## src/aex_defines.vh

```
// constants for the alu and branch execution block
`ifndef AEX_DEFINES_VH
`define AEX_DEFINES_VH
// operation codes (op_sel)
`define AEX_OP_W            6
`define AEX_OP_NOP          6'h00
`define AEX_OP_ADD          6'h01
`define AEX_OP_ADC          6'h02
`define AEX_OP_SUB          6'h03
`define AEX_OP_SBC          6'h04
`define AEX_OP_AND          6'h05
`define AEX_OP_OR           6'h06
`define AEX_OP_EOR          6'h07
`define AEX_OP_SETM         6'h08
`define AEX_OP_CLRM         6'h09
`define AEX_OP_TEST         6'h0a
`define AEX_OP_COM          6'h0b
`define AEX_OP_NEG          6'h0c
`define AEX_OP_INC          6'h0d
`define AEX_OP_DEC          6'h0e
`define AEX_OP_CMP          6'h0f
`define AEX_OP_CMPC         6'h10
`define AEX_OP_WADD         6'h11
`define AEX_OP_WSUB         6'h12
`define AEX_OP_MUL          6'h13
`define AEX_OP_ZJMP         6'h14
`define AEX_OP_XJMP         6'h15
`define AEX_OP_ZCALL        6'h16
`define AEX_OP_XCALL        6'h17
`define AEX_OP_CPSKIP       6'h18
`define AEX_OP_RBSKIP       6'h19
`define AEX_OP_IOSKIP       6'h1a
`define AEX_OP_BRANCH       6'h1b
`define AEX_OP_BRSGE        6'h1c
`define AEX_OP_BRSLT        6'h1d
// status flag bit positions
`define AEX_F_C             0
`define AEX_F_Z             1
`define AEX_F_N             2
`define AEX_F_V             3
`define AEX_F_S             4
`define AEX_F_H             5
`define AEX_F_T             6
`define AEX_F_I             7
// multiply mode (mul_mode): bit0 rd signed, bit1 rr signed, bit2 fractional
`define AEX_MM_SD           0
`define AEX_MM_SR           1
`define AEX_MM_FR           2
// cycle counts
`define AEX_CYC_ONE         3'h1
`define AEX_CYC_TWO         3'h2
`define AEX_CYC_THREE       3'h3
`define AEX_CYC_FOUR        3'h4
`define AEX_PC_W            22
`define AEX_RESET_PC        22'h000000
`endif

```

## src/aex_alu8.v

```verilog
// 8-bit arithmetic and logic unit with flag generation
`timescale 1ns/1ps
`include "aex_defines.vh"
module aex_alu8 (
   op_sel,
   rd_val,
   rr_val,
   flags_in,
   res_out,
   flags_out,
   wr_en
);
   input  wire [5:0] op_sel;
   input  wire [7:0] rd_val;
   input  wire [7:0] rr_val;
   input  wire [7:0] flags_in;
   output reg  [7:0] res_out;
   output reg  [7:0] flags_out;
   output reg        wr_en;

   reg [8:0] sum;
   reg       cin;

   // flags after an add or subtract of a and b giving r
   function [5:0] arith_flags;
      input [7:0] a;
      input [7:0] b;
      input [7:0] r;
      input       sub;
      input       cout;
      reg         h;
      reg         v;
      begin
         if (sub) begin
            h = (~a[3] & b[3]) | (b[3] & r[3]) | (r[3] & ~a[3]);
            v = (a[7] & ~b[7] & ~r[7]) | (~a[7] & b[7] & r[7]);
         end else begin
            h = (a[3] & b[3]) | (b[3] & ~r[3]) | (~r[3] & a[3]);
            v = (a[7] & b[7] & ~r[7]) | (~a[7] & ~b[7] & r[7]);
         end
         // order h s v n z c
         arith_flags = {h, r[7] ^ v, v, r[7], r == 8'h00, cout};
      end
   endfunction

   always @* begin
      res_out   = rd_val;
      flags_out = flags_in;
      wr_en     = 1'b1;
      cin       = 1'b0;
      sum       = 9'h000;
      case (op_sel)
         `AEX_OP_ADD, `AEX_OP_ADC: begin
            cin = (op_sel == `AEX_OP_ADC) ? flags_in[`AEX_F_C] : 1'b0;
            sum = {1'b0, rd_val} + {1'b0, rr_val} + {8'h00, cin};
            res_out = sum[7:0];
            flags_out[5:0] = arith_flags(rd_val, rr_val, sum[7:0], 1'b0, sum[8]);
         end
         `AEX_OP_SUB, `AEX_OP_SBC, `AEX_OP_CMP, `AEX_OP_CMPC: begin
            cin = (op_sel == `AEX_OP_SBC || op_sel == `AEX_OP_CMPC) ? flags_in[`AEX_F_C] : 1'b0;
            sum = {1'b0, rd_val} - {1'b0, rr_val} - {8'h00, cin};
            res_out = sum[7:0];
            flags_out[5:0] = arith_flags(rd_val, rr_val, sum[7:0], 1'b1, sum[8]);
            // with-carry forms keep zero only if it was already set
            if (cin || op_sel == `AEX_OP_SBC || op_sel == `AEX_OP_CMPC)
               flags_out[`AEX_F_Z] = (sum[7:0] == 8'h00) & flags_in[`AEX_F_Z];
            wr_en = (op_sel == `AEX_OP_SUB || op_sel == `AEX_OP_SBC);
         end
         `AEX_OP_AND, `AEX_OP_OR, `AEX_OP_EOR, `AEX_OP_SETM, `AEX_OP_CLRM, `AEX_OP_TEST: begin
            case (op_sel)
               `AEX_OP_AND:  res_out = rd_val & rr_val;
               `AEX_OP_OR:   res_out = rd_val | rr_val;
               `AEX_OP_EOR:  res_out = rd_val ^ rr_val;
               `AEX_OP_SETM: res_out = rd_val | rr_val;
               `AEX_OP_CLRM: res_out = rd_val & ~rr_val;
               default:      res_out = rd_val & rd_val;
            endcase
            flags_out[`AEX_F_Z] = (res_out == 8'h00);
            flags_out[`AEX_F_N] = res_out[7];
            flags_out[`AEX_F_V] = 1'b0;
            flags_out[`AEX_F_S] = res_out[7];
         end
         `AEX_OP_COM: begin
            res_out = 8'hff - rd_val;
            flags_out[`AEX_F_C] = 1'b1;
            flags_out[`AEX_F_Z] = (res_out == 8'h00);
            flags_out[`AEX_F_N] = res_out[7];
            flags_out[`AEX_F_V] = 1'b0;
            flags_out[`AEX_F_S] = res_out[7];
         end
         `AEX_OP_NEG: begin
            sum = 9'h000 - {1'b0, rd_val};
            res_out = sum[7:0];
            flags_out[5:0] = arith_flags(8'h00, rd_val, sum[7:0], 1'b1, rd_val != 8'h00);
         end
         `AEX_OP_INC, `AEX_OP_DEC: begin
            res_out = (op_sel == `AEX_OP_INC) ? rd_val + 8'h01 : rd_val - 8'h01;
            flags_out[`AEX_F_Z] = (res_out == 8'h00);
            flags_out[`AEX_F_N] = res_out[7];
            flags_out[`AEX_F_V] = (op_sel == `AEX_OP_INC) ? (res_out == 8'h80) : (res_out == 8'h7f);
            flags_out[`AEX_F_S] = res_out[7] ^ flags_out[`AEX_F_V];
         end
         default: begin
            wr_en = 1'b0;
         end
      endcase
   end
endmodule

```

## src/aex_mul8.v

```verilog
// 8x8 multiplier with signed, mixed and fractional modes
`timescale 1ns/1ps
`include "aex_defines.vh"
module aex_mul8 (
   rd_val,
   rr_val,
   mul_mode,
   prod_out,
   carry_out,
   zero_out
);
   input  wire [7:0]  rd_val;
   input  wire [7:0]  rr_val;
   input  wire [2:0]  mul_mode;
   output wire [15:0] prod_out;
   output wire        carry_out;
   output wire        zero_out;

   wire [17:0] a_ext;
   wire [17:0] b_ext;
   wire [17:0] full;
   wire [15:0] raw;

   assign a_ext = {{10{mul_mode[`AEX_MM_SD] & rd_val[7]}}, rd_val};
   assign b_ext = {{10{mul_mode[`AEX_MM_SR] & rr_val[7]}}, rr_val};
   assign full  = a_ext * b_ext;
   assign raw   = full[15:0];
   // carry is product bit 15 before the fractional shift
   assign carry_out = raw[15];
   assign prod_out  = mul_mode[`AEX_MM_FR] ? {raw[14:0], 1'b0} : raw;
   assign zero_out  = (prod_out == 16'h0000);
endmodule

```

## src/aex_exec.v

```verilog
// execution unit for arithmetic, multiply, jump, call, skip and branch operations
// Functional notes
// - subtract immediate with carry writes result, updates six flags, one cycle
// - word add immediate on a pair, updates z c n v s, two cycles
// - word subtract immediate on a pair, updates z c n v s, two cycles
// - and, or, xor update z n v s only, one cycle
// - set-bits ors mask, clear-bits ands inverted mask, one cycle
// - zero-minus test ands register with itself, writes the result back and updates z n v s
// - multiplies write product to r1:r0, update z and c, two cycles
// - fractional multiplies shift product left once, two cycles
// - indirect jump: pc low from z, upper bits cleared, two cycles
// - extended indirect jump: upper pc bits from segment register, two cycles
// - indirect call loads z, three or four cycles by pc width
// - extended indirect call uses segment and z, four cycles
// - compare-skip-equal skips next instruction when equal, flags unchanged
// - register bit skips test a working register bit clear or set
// - io bit skips test an io register bit against required value
// - flag branch loads pc plus offset plus one, two cycles taken
// - signed ge branches on n xor v zero, lt on one
// - same-or-higher branches on carry clear, lower on carry set
// - interrupt-state branches test the global interrupt flag
// - compares update six flags and write no register
`timescale 1ns/1ps
`include "aex_defines.vh"
module aex_exec #(
   parameter WIDE_PC = 1'b1
) (
   ref_clk,
   rstn,
   clk_en,
   issue,
   op_sel,
   rd_val,
   rr_val,
   pair_val,
   imm_val,
   mul_mode,
   bit_sel,
   bit_pol,
   io_val,
   z_ptr,
   seg_val,
   flags_in,
   rel_off,
   next_two_word,
   pc_in,
   busy,
   done,
   res_we,
   res_data,
   pair_we,
   pair_data,
   prod_we,
   prod_data,
   flags_we,
   flags_out,
   pc_we,
   pc_out,
   push_pc,
   cycles
);
   input  wire        ref_clk;
   input  wire        rstn;
   input  wire        clk_en;
   input  wire        issue;
   input  wire [5:0]  op_sel;
   input  wire [7:0]  rd_val;
   input  wire [7:0]  rr_val;
   input  wire [15:0] pair_val;
   input  wire [7:0]  imm_val;
   input  wire [2:0]  mul_mode;
   input  wire [2:0]  bit_sel;
   input  wire        bit_pol;
   input  wire [7:0]  io_val;
   input  wire [15:0] z_ptr;
   input  wire [5:0]  seg_val;
   input  wire [7:0]  flags_in;
   input  wire [11:0] rel_off;
   input  wire        next_two_word;
   input  wire [21:0] pc_in;
   output wire        busy;
   output reg         done;
   output reg         res_we;
   output reg  [7:0]  res_data;
   output reg         pair_we;
   output reg  [15:0] pair_data;
   output reg         prod_we;
   output reg  [15:0] prod_data;
   output reg         flags_we;
   output reg  [7:0]  flags_out;
   output reg         pc_we;
   output reg  [21:0] pc_out;
   output reg         push_pc;
   output reg  [2:0]  cycles;

   localparam ST_IDLE = 2'b01;
   localparam ST_WAIT = 2'b10;

   reg  [1:0]  state_r;
   reg  [1:0]  state_nxt;
   reg  [2:0]  cnt_r;
   reg  [2:0]  cnt_nxt;
   wire [7:0]  alu_res;
   wire [7:0]  alu_flags;
   wire        alu_we;
   wire [15:0] mul_prod;
   wire        mul_c;
   wire        mul_z;
   reg         cond;
   reg  [2:0]  ncyc;
   reg  [16:0] wsum;
   reg  [7:0]  wflags;
   reg         wv;
   reg  [21:0] pc_calc;
   reg         pc_ld;
   reg         skip;

   // pc plus a signed 12-bit offset plus one
   function [21:0] rel_target;
      input [21:0] pc;
      input [11:0] off;
      begin
         rel_target = pc + {{10{off[11]}}, off} + 22'h000001;
      end
   endfunction

   // skip distance and cost by the size of the skipped word
   function [2:0] skip_cycles;
      input two_word;
      begin
         skip_cycles = two_word ? `AEX_CYC_THREE : `AEX_CYC_TWO;
      end
   endfunction

   aex_alu8 u_alu (
      .op_sel    (op_sel),
      .rd_val    (rd_val),
      .rr_val    ((op_sel == `AEX_OP_SBC || op_sel == `AEX_OP_SUB || op_sel == `AEX_OP_AND ||
                   op_sel == `AEX_OP_OR || op_sel == `AEX_OP_CMP || op_sel == `AEX_OP_SETM ||
                   op_sel == `AEX_OP_CLRM) ? imm_val : rr_val),
      .flags_in  (flags_in),
      .res_out   (alu_res),
      .flags_out (alu_flags),
      .wr_en     (alu_we)
   );

   aex_mul8 u_mul (
      .rd_val    (rd_val),
      .rr_val    (rr_val),
      .mul_mode  (mul_mode),
      .prod_out  (mul_prod),
      .carry_out (mul_c),
      .zero_out  (mul_z)
   );

   // decode: condition, pc target and cycle count
   always @* begin
      cond    = 1'b0;
      skip    = 1'b0;
      pc_ld   = 1'b0;
      pc_calc = pc_in + 22'h000001;
      ncyc    = `AEX_CYC_ONE;
      wsum    = 17'h00000;
      wv      = 1'b0;
      wflags  = flags_in;
      case (op_sel)
         `AEX_OP_WADD: begin
            wsum = {1'b0, pair_val} + {11'h000, imm_val[5:0]};
            wv = ~pair_val[15] & wsum[15];
            wflags[`AEX_F_C] = wsum[16];
            ncyc = `AEX_CYC_TWO;
         end
         `AEX_OP_WSUB: begin
            wsum = {1'b0, pair_val} - {11'h000, imm_val[5:0]};
            wv = pair_val[15] & ~wsum[15];
            wflags[`AEX_F_C] = wsum[16];
            ncyc = `AEX_CYC_TWO;
         end
         `AEX_OP_MUL: ncyc = `AEX_CYC_TWO;
         `AEX_OP_ZJMP, `AEX_OP_XJMP: begin
            pc_ld = 1'b1;
            pc_calc = (op_sel == `AEX_OP_XJMP) ? {seg_val, z_ptr} : {6'h00, z_ptr};
            ncyc = `AEX_CYC_TWO;
         end
         `AEX_OP_ZCALL: begin
            pc_ld = 1'b1;
            pc_calc = {6'h00, z_ptr};
            ncyc = WIDE_PC ? `AEX_CYC_FOUR : `AEX_CYC_THREE;
         end
         `AEX_OP_XCALL: begin
            pc_ld = 1'b1;
            pc_calc = {seg_val, z_ptr};
            ncyc = `AEX_CYC_FOUR;
         end
         `AEX_OP_CPSKIP, `AEX_OP_RBSKIP, `AEX_OP_IOSKIP: begin
            case (op_sel)
               `AEX_OP_CPSKIP: skip = (rd_val == rr_val);
               `AEX_OP_RBSKIP: skip = (rr_val[bit_sel] == bit_pol);
               default:        skip = (io_val[bit_sel] == bit_pol);
            endcase
            if (skip) begin
               pc_ld = 1'b1;
               pc_calc = pc_in + (next_two_word ? 22'h000003 : 22'h000002);
               ncyc = skip_cycles(next_two_word);
            end
         end
         `AEX_OP_BRANCH, `AEX_OP_BRSGE, `AEX_OP_BRSLT: begin
            case (op_sel)
               // flag branch also serves carry and interrupt tests
               `AEX_OP_BRANCH: cond = (flags_in[bit_sel] == bit_pol);
               `AEX_OP_BRSGE:  cond = ~(flags_in[`AEX_F_N] ^ flags_in[`AEX_F_V]);
               default:        cond = flags_in[`AEX_F_N] ^ flags_in[`AEX_F_V];
            endcase
            if (cond) begin
               pc_ld = 1'b1;
               pc_calc = rel_target(pc_in, rel_off);
               ncyc = `AEX_CYC_TWO;
            end
         end
         default: begin
            ncyc = `AEX_CYC_ONE;
         end
      endcase
      wflags[`AEX_F_Z] = (wsum[15:0] == 16'h0000);
      wflags[`AEX_F_N] = wsum[15];
      wflags[`AEX_F_V] = wv;
      wflags[`AEX_F_S] = wsum[15] ^ wv;
   end

   // sequencing: results appear in the cycle after issue, then the remaining cycles are waited out
   always @* begin
      state_nxt = state_r;
      cnt_nxt   = cnt_r;
      case (state_r)
         ST_IDLE: begin
            if (issue && ncyc != `AEX_CYC_ONE) begin
               state_nxt = ST_WAIT;
               cnt_nxt = ncyc - `AEX_CYC_ONE;
            end
         end
         ST_WAIT: begin
            cnt_nxt = cnt_r - `AEX_CYC_ONE;
            if (cnt_r == `AEX_CYC_ONE)
               state_nxt = ST_IDLE;
         end
         default: begin
            state_nxt = ST_IDLE;
            cnt_nxt = 3'h0;
         end
      endcase
   end

   assign busy = (state_r == ST_WAIT) && (cnt_r != `AEX_CYC_ONE);

   always @(posedge ref_clk or negedge rstn) begin
      if (!rstn) begin
         state_r   <= ST_IDLE;
         cnt_r     <= 3'h0;
         done      <= 1'b0;
         res_we    <= 1'b0;
         res_data  <= 8'h00;
         pair_we   <= 1'b0;
         pair_data <= 16'h0000;
         prod_we   <= 1'b0;
         prod_data <= 16'h0000;
         flags_we  <= 1'b0;
         flags_out <= 8'h00;
         pc_we     <= 1'b0;
         pc_out    <= `AEX_RESET_PC;
         push_pc   <= 1'b0;
         cycles    <= 3'h0;
      end else if (clk_en) begin
         state_r <= state_nxt;
         cnt_r   <= cnt_nxt;
         done    <= 1'b0;
         res_we  <= 1'b0;
         pair_we <= 1'b0;
         prod_we <= 1'b0;
         flags_we <= 1'b0;
         pc_we   <= 1'b0;
         push_pc <= 1'b0;
         if (issue && state_r == ST_IDLE) begin
            cycles  <= ncyc;
            done    <= 1'b1;
            pc_we   <= 1'b1;
            pc_out  <= pc_calc;
            push_pc <= (op_sel == `AEX_OP_ZCALL || op_sel == `AEX_OP_XCALL);
            case (op_sel)
               `AEX_OP_WADD, `AEX_OP_WSUB: begin
                  pair_we   <= 1'b1;
                  pair_data <= wsum[15:0];
                  flags_we  <= 1'b1;
                  flags_out <= wflags;
               end
               `AEX_OP_MUL: begin
                  prod_we   <= 1'b1;
                  prod_data <= mul_prod;
                  flags_we  <= 1'b1;
                  flags_out <= {flags_in[7:2], mul_z, mul_c};
               end
               default: begin
                  if (op_sel <= `AEX_OP_CMPC && op_sel != `AEX_OP_NOP) begin
                     res_we    <= alu_we;
                     res_data  <= alu_res;
                     flags_we  <= 1'b1;
                     flags_out <= alu_flags;
                  end
                  if (!pc_ld)
                     pc_out <= pc_in + 22'h000001;
               end
            endcase
         end
      end
   end
endmodule

```

## config.mk

```make
export PLATFORM = sky130hd
export DESIGN_NAME = aex_exec
export DESIGN_NICKNAME = d
export VERILOG_FILES = /design/src/aex_alu8.v /design/src/aex_mul8.v /design/src/aex_exec.v
export VERILOG_INCLUDE_DIRS = /design/src
export SDC_FILE = /design/constraint.sdc
export NUM_CORES = 1
export LEC_CHECK = 0
export BUFFER_PORTS_ARGS = -buffer_cell sky130_fd_sc_hd__buf_2
export CORE_MARGIN = 5
export CORE_UTILIZATION = 30
export CTS_CLUSTER_DIAMETER = 60
export DETAILED_ROUTE_END_ITERATION = 7
export SLEW_MARGIN = 0
export SYNTH_ARGS = -nofsm -noshare
export SYNTH_HDL_FRONTEND = slang
export SYNTH_SLANG_ARGS = --single-unit
```

## constraint.sdc

```tcl
create_clock -name ref_clk -period 2.48 [get_ports ref_clk]
set_input_delay 0.124 -clock ref_clk [delete_from_list [all_inputs] [get_ports ref_clk]]
set_output_delay 0.124 -clock ref_clk [all_outputs]
set_load 0.01 [all_outputs]
```

== After elaboration in Yosys (flattened, before gate mapping) ==
Index checks and enable logic that the tools add are counted.
Cells by class
  $add $sub $neg: 16
  multiply operators: 1
  div/mod/pow operators: 0
  magnitude comparators: 2
  equality and inequality tests: 42
  shifts and indexed selects: 0
  muxes and demuxes: 63
  bitwise operators: 51
  reduce and logical (&&, ||, !) cells: 46
Operator list (number)
  22-bit 2-to-1 mux: 5
  22-bit case mux with 5 select lines: 1
  6-bit by 5-bit == test with 1-bit output (second input constant): 14
  6-bit by 4-bit == test with 1-bit output (second input constant): 8
  8-bit logical NOT: 6
  8-bit case mux with 6 select lines: 1
  22-bit by 1-bit adder with 22-bit output (second input constant): 2
  16-bit logical NOT: 2
  8-bit 2-to-1 mux: 4
  16-bit case mux with 2 select lines: 1
  8-bit case mux with 4 select lines: 1
  1-bit 2-to-1 mux: 28
  8-bit bitwise AND: 3
  6-bit by 3-bit == test with 1-bit output (second input constant): 4
  4-bit case mux with 6 select lines: 1
  22-bit by 2-bit adder with 22-bit output: 1
  22-bit adder: 1
  1-bit bitwise AND: 21
  16-bit by 6-bit adder with 17-bit output: 1
  16-bit by 6-bit subtractor with 17-bit output: 1
  9-bit by 9-bit multiplier with 16-bit output: 1
  16-bit 2-to-1 mux: 1
  8-bit case mux with 2 select lines: 1
  6-bit by 2-bit == test with 1-bit output (second input constant): 2
  50 further kinds: 110
Word-level totals
  register bits: 84
  latch bits: 0
  memory bits (writable): 0
  bits in read-only memories: 0
  input bits: 130
  output and inout port bits: 81
  logic and storage cells: 235
  memories kept: 0

== Depth between registers and ports, before layout ==
Gate-level depths: netlist (run 1).
  word-level depth: 18
  gate-level depth with buffers: 23
  depth with buffers taken out: 22

== By module ==
From an unflattened synthesis (run 1), not the netlist that was laid out.
Unflattened totals
  cell total of the unflattened synthesis: 1654
  area total of the unflattened synthesis: 13241.4 µm²
By module, submodules not included
  aex_exec: instances 1, cells an instance 918, area an instance 7440.9 µm², sequential area each 2103.3 µm²
  aex_mul8: instances 1, cells an instance 344, area an instance 2987.9 µm², sequential area each 0.0 µm²
  aex_alu8: instances 1, cells an instance 392, area an instance 2812.7 µm², sequential area each 0.0 µm²

== Worst setup path after synthesis (run 1) ==
OpenSTA, ideal clock, no wires.
  path kind: input to register
  start point: input rd_val[7]
  end point: register flags_out[1]
  library setup time: 0.082 ns
  data arrival time: 5.393 ns
  data required time: 2.398 ns
  path slack: -2.995 ns
  stages on the path: 21
  path buffers: 2
  cell sequence: clkbuf_1 and2_1 clkbuf_1 nand2_1 fa_1 fa_1 inv_1 fa_1 inv_1 fa_1 fa_1 inv_1 ha_1 nor3b_1 o21a_1 o41ai_1 o21bai_1 a21oi_1 xnor2_1 or4_1 a31oi_1
On the way
  cells in the longest elaborated chain, start to end: 8
  elaborated cells on any way between the ends: 31
  classes of those cells: 8 x add/sub; 1 x mul; 8 x mux; 7 x bitwise; 7 x reduce/logical
RTL lines
  from (decl): line aex_exec.v:67  | input wire [7:0] rd_val;
  8-bit by 8-bit subtractor with 9-bit output: line aex_alu8.v:61  | sum = {1'b0, rd_val} - {1'b0, rr_val} - {8'h00, cin};
  9-bit by 1-bit subtractor with 9-bit output: line aex_alu8.v:61
  8-bit logical NOT: line aex_alu8.v:42, aex_alu8.v:66
  1-bit bitwise AND: line aex_alu8.v:66  | flags_out[`AEX_F_Z] = (sum[7:0] == 8'h00) & flags_in[`AEX_F_Z];
  1-bit 2-to-1 mux: line aex_alu8.v:65  | if (cin || op_sel == `AEX_OP_SBC || op_sel == `AEX_OP_CMPC)
  4-bit case mux with 6 select lines: line aex_alu8.v:52  | case (op_sel)
  8-bit 2-to-1 mux: line aex_exec.v:302  | if (op_sel <= `AEX_OP_CMPC && op_sel != `AEX_OP_NOP) begin
  8-bit case mux with 2 select lines (*): line aex_exec.v:288  | case (op_sel)
  to (signal assigned): line aex_exec.v:293  | flags_out <= wflags;
  to (signal assigned): line aex_exec.v:299  | flags_out <= {flags_in[7:2], mul_z, mul_c};
  to (signal assigned): line aex_exec.v:306  | flags_out <= alu_flags;
  to (decl): line aex_exec.v:90  | output reg [7:0] flags_out;
Mark *: on every way between the ends. The rest lies on a longest branch, timed or not. The select of a mux whose other input is x is not followed.
A chain may end at the register's enable or synchronous reset.

== Worst setup path in the final report (run 1) ==
Same ends and word-level chain as after synthesis.

==> summary.txt, run 1 <==
H-Tree Depth: 3
# placed instances: 2744
HPWL after DPL: 44100 um
Final WL: 53100 um
FFs w/ async S/R, synth: 100%
Die area: 0.0472 mm^2
GPL Wtd Cong: 0.942
Pin count of the biggest net entering global routing: 44
Starting DRC count in detailed routing: 784
Unrepaired setup endpoints after global routing: yes
All-Layer GR Usage: 21.6%
Number of global-route vias before repair: 15000
PnR Total Power: 0.0122 W
Worst-Skew Late Latency: 0.36 ns
IO buf count: 210
Crit path cell chain: buf_4, and2_4, nand2_4, fa_1, fa_1, inv_1, fa_1, inv_1, fa_1, fa_1, inv_2, ha_4, nor3b_4, o21a_1, o41ai_4, xnor2_1, nand3_1, or4_4, a31oi_2
Placeable Area: 0.0428 mm^2
Number of remaining DRC errors: 0
Worst path most repeated cell: fa_1
CP delay by family, top: adder cells
Compound-gate portion of the synthesized area: 21.2%
Post-synth net total: 1949
Sequential share of the synthesized area: 16.3%
Synth unique cells: 92
Failing checks: negative setup slack
Max FO, Critical Path: 4
Initial Util: 30.1%
Max_cap viols: 0
First-pass GRT wire length: 81900 um
Clock sink count: 84
Synth Area in Adders: 23.8%
CTS root buf: clkbuf_16
Post-route minimum period: 4.67 ns
Hold Path Class: input pin to flop
Critical Path End Type: flop
Share of layout cells above drive strength 1: 43.0%
Top cell type's share of synthesized area: 16.1%
Xor/xnor cell area share of the yosys netlist: 6.60%
Avg Inst Size Synth: 7.97 um^2
Pwr per Cell Area: 610 mW/mm^2
Cell Count, Final, Fillers Out: 2790
Post-Synthesis Cells: 1617
Congestion Overflow GR: 0
Fin nets: 2569
Final Cell Area: 0.0200 mm^2
DR vias/cell: 5.20
Synthesis Warnings: 0
Largest family of logic cells by synthesized area: adder cells
Mux cell area share after synthesis: 3.55%
Post-synth top area cell: dfrtp_1
Fmax: 0.214 GHz
Slew headroom: 59.7%
Layout Area Growth over Synthesis: 55.1%
Antenna violations before repair: 5
Run status: finished, violations left
Final slew viol count: 0
Height of the die: 217 um
Fin. Hold Viols: 0
Post-route ant nets: 0
Worst path buffer plus inverter count: 4
Post-synth top flop: dfrtp_1
Final setup viols: 50
Num CTS Buffers: 9
Via count: 14500
Slowest CP cell: or4_4
Synth Area in Simple Gates: 22.0%
Post-synth EDFFs: 0
Crit path largest cell delay: 0.54 ns
Top post-synthesis cells by area: dfrtp_1, ha_1, fa_1
Routed wire per std cell: 19.0 um
P_leak: 9.26 nW
Cell area after synthesis: 0.0129 mm^2
Initial DRT Pass Iterations: 5
Rows: 76
Clock-pin slew on the worst setup and hold paths: 0.07 ns
Placement Cell Area: 0.0182 mm^2
CTS max path bufs: 2
Peak supply drop: 0.591 mV
Register bit total from synthesis: 84
I/O pins: 211
Post-route clock period utilization: 188%
Skew final: 0.00874 ns
Crit path DAT: 4.95 ns
Die Span X: 217 um
Slew @ Worst Pin: 0.604 ns
CP required: 2.76 ns
Fin worst setup slack: -2.19 ns
Startpoint Class: input pin
Utilization after layout: 46.7%
CTS tree: done
Critical path class: input pin to flop
==> final timing paths <==
path	startpoint	to	slack, ns	cells after the start
min in group asynchronous	rstn	pair_data[4]	0.32	2
max in group asynchronous	rstn	state_r[0]	1.46	3
max reg2reg	state_r[0]	pc_out[2]	0.27	6
max	rd_val[7]	flags_out[1]	-2.19	19
min	flags_in[7]	flags_out[7]	0.06	2
min reg2reg	pair_data[10]	pair_data[10]	0.47	2
==> worst reg2reg max path: stages, from the launching register on <==
cell     delay (ns)
dfstp_2        0.56
ha_1           0.30
nand3_2        0.14
a21oi_1        0.19
or3b_1         0.41
nor4b_1        0.17
o32a_1         0.32
==> what timing repair did <==
action / in CTS / in global routing
hold buffers: 1 / 0
endpoints found under the hold margin: 41 / 0
pin swaps: 73 / 63
gates resized for setup: 157 / 124
endpoints found under the setup margin: 55 / 58
buffers inserted: 26 / 10
cloned: 0 / 0
==> report_power, final <==
part / leakage, nW / internal (W) / total [W] / switching [W]
Combinational: 8.04 / 0.00434 / 0.00861 / 0.00427
Clock: 0.155 / 0.000896 / 0.00153 / 0.000629
Sequential: 1.07 / 0.00179 / 0.00205 / 0.000264
Total: 9.26 / 0.00703 / 0.0122 / 0.00517
==> metal layers <==
layer  share of wire (%)  global-route usage [%]  up-vias
met5               0.066                       0        -
met4                 2.6                    5.88        6
met3                 5.0                    3.67       82
met2                  50                    38.3      386
met1                  43                    27.1     7035
li1                    -                       -     7001
==> cells in the final DEF, fill, tap and decap left out, types with 15 or more instances in the layout <==
| cell | count |
|---|---|
| buf_2 | 193 |
| ha_4 | 28 |
| nor2_1 | 114 |
| buf_4 | 430 |
| nand3_1 | 33 |
| nand2b_1 | 18 |
| ha_1 | 101 |
| xor2_1 | 41 |
| and2_1 | 24 |
| nor3_1 | 34 |
| o21a_1 | 19 |
| dfrtp_1 | 83 |
| inv_2 | 21 |
| nand2_1 | 162 |
| o21ai_0 | 58 |
| nor2b_1 | 18 |
| and3_1 | 20 |
| a221oi_2 | 15 |
| mux2i_1 | 18 |
| buf_6 | 43 |
| fa_1 | 62 |
| xnor2_1 | 47 |
| o21ai_1 | 22 |
| a21oi_1 | 76 |
| inv_1 | 114 |
| a21o_1 | 18 |
| nand4_1 | 18 |
| a21oi_2 | 20 |
==> state kept, by name (all words and copies together), names as in the netlist, 2 cells and up <==
signal	cells
pair_data	16
cycles	3
res_data	8
prod_data	16
state_r	2
cnt_r	3
pc_out	22
flags_out	8
==> kinds of logic (layout without fill, tap and decap cells) <==
logic type / Yosys count / in the layout
and+or+nand+nor: 574 / 574
AOI/OAI and AO/OA: 407 / 407
buffers and inverters: 216 / 841
adders and majority gates: 202 / 202
xor gates and xnor gates: 97 / 97
DFF: 84 / 84
muxes: 37 / 37
other: 0 / 2
==> metrics by stage <==
stage               hold slack (ns)  setup WS [ns]  TNS (ns)
floorplan                    -0.172          -2.43    -31.02
global placement              0.172          -2.59    -55.03
detailed placement            0.168          -2.66    -57.13
CTS                          0.0543          -2.19    -29.93
global route                 0.0588          -2.39    -38.31
finish                       0.0581          -2.19    -32.50
==> layout make-up <==
| cell class | instances | area, um^2 |
|---|---|---|
| fillers | 4155 | 22800 |
| multi-input cells | 1317 | 11300 |
| repair buffers | 686 | 5000 |
| flip-flops and latches | 84 | 2100 |
| well taps | 546 | 683 |
| inverters | 139 | 531 |
| clock buffers | 10 | 229 |
| clock inverters | 6 | 96.3 |
| diodes | 2 | 5.00 |
==> cell usage after synthesis (5+ instances only) <==
cell type / n
o31ai_1: 7
a22oi_1: 12
nor2b_1: 19
xnor2_1: 54
nand2b_1: 20
mux2i_1: 22
inv_1: 138
nor2_1: 122
nor4b_1: 5
clkbuf_1: 60
buf_2: 11
a31oi_1: 16
o21ai_0: 82
or3_1: 14
o2111ai_1: 7
and2_1: 32
o221ai_1: 8
nand2_1: 181
o211ai_1: 8
and4_1: 5
a21boi_0: 5
o21a_1: 19
o21bai_1: 6
o22ai_1: 13
dfrtp_1: 83
a21oi_1: 98
nor4_1: 12
nor3b_1: 6
or2_2: 7
nand3_1: 39
ha_1: 130
a21o_1: 18
and3_1: 20
a221oi_1: 19
mux4_2: 6
nor3_1: 42
o21ai_1: 10
nand4_1: 18
a211oi_1: 12
xor2_1: 43
nand3b_1: 8
fa_1: 72
a2111oi_0: 9
mux2_2: 9
Power figures use the tool's default switching activity.
==> run 2: changes to the inputs <==
Settings changed: SYNTH_HIERARCHICAL from default to 1.
==> run 2 against run 1 <==
Against the previous run: the flow still finishes with violations (negative setup slack); die area increased by 2.7%; via count is 4.3% higher; routed wire length is 4.9% higher; final area increased by 2.7%; first-iteration DRC count grew 37%; sequential power increased by 2%; register-to-register slack lost 0.12 ns; largest cell class unchanged; largest power group unchanged; highest routed layer unchanged.
==> summary.txt, run 2 <==
Run status: finished, violations left
Failing checks: negative setup slack
Number of remaining DRC errors: 0
Post-synth EDFFs: 0
Share of layout cells above drive strength 1: 43.2%
Post-route minimum period: 4.51 ns
Hold Path End: pc_out[3]
Worst-Skew Late Latency: 0.39 ns
Final slew viol count: 0
Unrepaired setup endpoints after global routing: yes
Startpoint Class: input pin
Cell Count, Final, Fillers Out: 2874
Final WL: 55700 um
Utilization after layout: 46.7%
Synthesis Warnings: 6
Routed wire per std cell: 19.4 um
Fin. Hold Viols: 0
Hold wc startpoint: z_ptr[3]
RR Endpoint: flags_out[1]
Height of the die: 220 um
Placeable Area: 0.0439 mm^2
CTS max path bufs: 2
Die area: 0.0484 mm^2
Top cells by count, synth: nand2_1, inv_1, ha_1
Clock-pin slew on the worst setup and hold paths: 0.06 ns
Pin count of the biggest net entering global routing: 52
Worst path most repeated cell: fa_1
Critical path class: input pin to flop
Rows: 77
Max FFs per register: 22
Skew final: 0.00706 ns
DR vias/cell: 5.26
Fin nets: 2602
IO buf count: 210
Fin worst setup slack: -2.03 ns
Top post-synthesis cells by area: dfrtp_1, ha_1, fa_1
Post-synth top flop: dfrtp_1
Commonest cells after routing, fill and taps aside: buf_4, nand2_1, buf_2
Post-route ant nets: 0
Crit path largest cell delay: 0.55 ns
Top cell type's share of synthesized area: 15.7%
Critical Path End Type: flop
Commonest non-fill, non-tap cell in the layout: buf_4
Peak supply drop: 0.737 mV
Top flop regs: pc_out (22), pair_data (16), prod_data (16)
CP required: 2.79 ns
Initial Util: 30.1%
Critical Path Source: mul_mode[1]
Crit path cell chain: buf_8, nand2_8, or2_4, fa_1, fa_1, inv_1, fa_1, fa_1, inv_2, fa_1, inv_2, ha_4, o211ai_1, a311oi_2, xor2_1, nand3b_1, a2111oi_4, a22oi_1, nand2_1, o21ai_1, o21ai_1
H-Tree Depth: 3
WHS Path Cells: 3
Most flops, register: pc_out
Avg Inst Size Synth: 8.01 um^2
Synth unique cells: 95
Congestion Overflow GR: 0
Hold slack: 0.0393 ns
R2R cell count: 10
Placement Cell Area: 0.0185 mm^2
Sequential share of the synthesized area: 15.9%
P_leak: 9.64 nW
Final Cell Area: 0.0205 mm^2
Max FO, Critical Path: 5
Post-synth net total: 1979
Most instantiated library cell after synthesis: nand2_1
Num CTS Buffers: 9
Starting DRC count in detailed routing: 1071
GPL Wtd Cong: 0.950
Slew @ Worst Pin: 0.925 ns
Layout Area Growth over Synthesis: 54.9%
Crit path DAT: 4.82 ns
Clock sink count: 84
HPWL after DPL: 45100 um
Post-route clock period utilization: 182%
CTS root buf: clkbuf_16
I/O pins: 211
First-pass GRT wire length: 85200 um
# placed instances: 2819
Number of global-route vias before repair: 15500
FFs w/ async S/R, synth: 100%
Antenna violations before repair: 4
Hold Path Class: input pin to flop
CTS tree: done
Pwr per Cell Area: 663 mW/mm^2
Slowest CP cell: fa_1
Register bit total from synthesis: 84
Post-synth top area cell: dfrtp_1
All-Layer GR Usage: 22.4%
Post-Synthesis Cells: 1654
R2R Setup Slk: 0.15 ns
Worst r2r src: state_r[0]
Slew headroom: 37.9%
Initial DRT Pass Iterations: 5
Cell area after synthesis: 0.0132 mm^2
Pre-CTS WS: -2.67 ns
Via count: 15100
Fmax: 0.222 GHz
Final setup viols: 49
Die Span X: 220 um
Max_cap viols: 0
Ant. Diodes: 0
-- run 2: changes by cell type after synthesis, sizes merged, moves of 13 or more --
cell,previous run,this run
nor2,124,99
nand2,181,212
nor3,43,30
mux2,9,22
a21oi,98,83
o21ai,92,110
-- run 2: repair_timing --
action                                 CTS  global route
gates resized for setup                200           110
setup endpoints to repair               51            57
setup buffers                           34             9
cloned                                   1             0
pin swaps                               84            58
hold buffers                             1             0
endpoints found under the hold margin   49             0
-- run 2: area by class of cell --
cell class	instances	area (um^2)
clock inverter	5	77.6
inverter	149	572
sequential	84	2100
tap	592	741
clock buffer	11	233
fill	4310	23400
timing repair buffer	682	5000
multi-input combinational	1351	11800
-- run 2: cells by family after synthesis --
family	Yosys count	synth area share (%)
flip-flops	84	15.9
multiplexers	54	4.98
XOR/XNOR	99	6.55
adder cells (fa/ha/maj)	195	22.5
buffers and inverters	219	6.71
AND/OR/NAND/NOR	588	22.1
AO/OA/AOI/OAI	415	21.3
-- run 2: critical path, delay by kind of cell --
family	cells	cell delay, ns
AOI/OAI and AO/OA	6	0.88
xor gates and xnor gates	1	0.13
and+or+nand+nor	4	0.60
buffers and inverters	4	0.24
adders and majority gates	6	2.85
-- run 2: report_power, final --
group          leakage (nW)  total [W]  internal [W]  switching, W
Sequential             1.07    0.00209       0.00181      0.000275
Combinational          8.42    0.00996       0.00503       0.00493
Clock                 0.150    0.00154      0.000880      0.000660
-- run 2: how the worst max path moves through the flow --
stage                   endpoint  slack, ns  cells past startpoint
floorplan           flags_out[1]      -2.18                     21
CTS                 flags_out[1]      -2.08                     21
global route        flags_out[1]      -2.19                     20
detailed placement  flags_out[1]      -2.67                     21
global placement    flags_out[1]      -2.55                     21
finish              flags_out[1]      -2.03                     21
-- run 2: layer usage --
| metal | global-route usage [%] | part of all wire (%) | up-vias |
|---|---|---|---|
| li1 | - | - | 7130 |
| met1 | 29.5 | 43 | 7363 |
| met2 | 37.7 | 47 | 537 |
| met3 | 3.81 | 6.4 | 95 |
| met4 | 6.82 | 2.7 | 6 |
| met5 | 0 | 0.077 | - |
-- run 2: through the flow --
stage	TNS, ns	power [W]
after floorplan	-28.41	0.00685
after global placement	-57.64	0.0104
after detailed placement	-58.94	0.0105
after CTS	-28.67	0.0130
after global routing	-34.94	0.0147
final	-29.69	0.0136
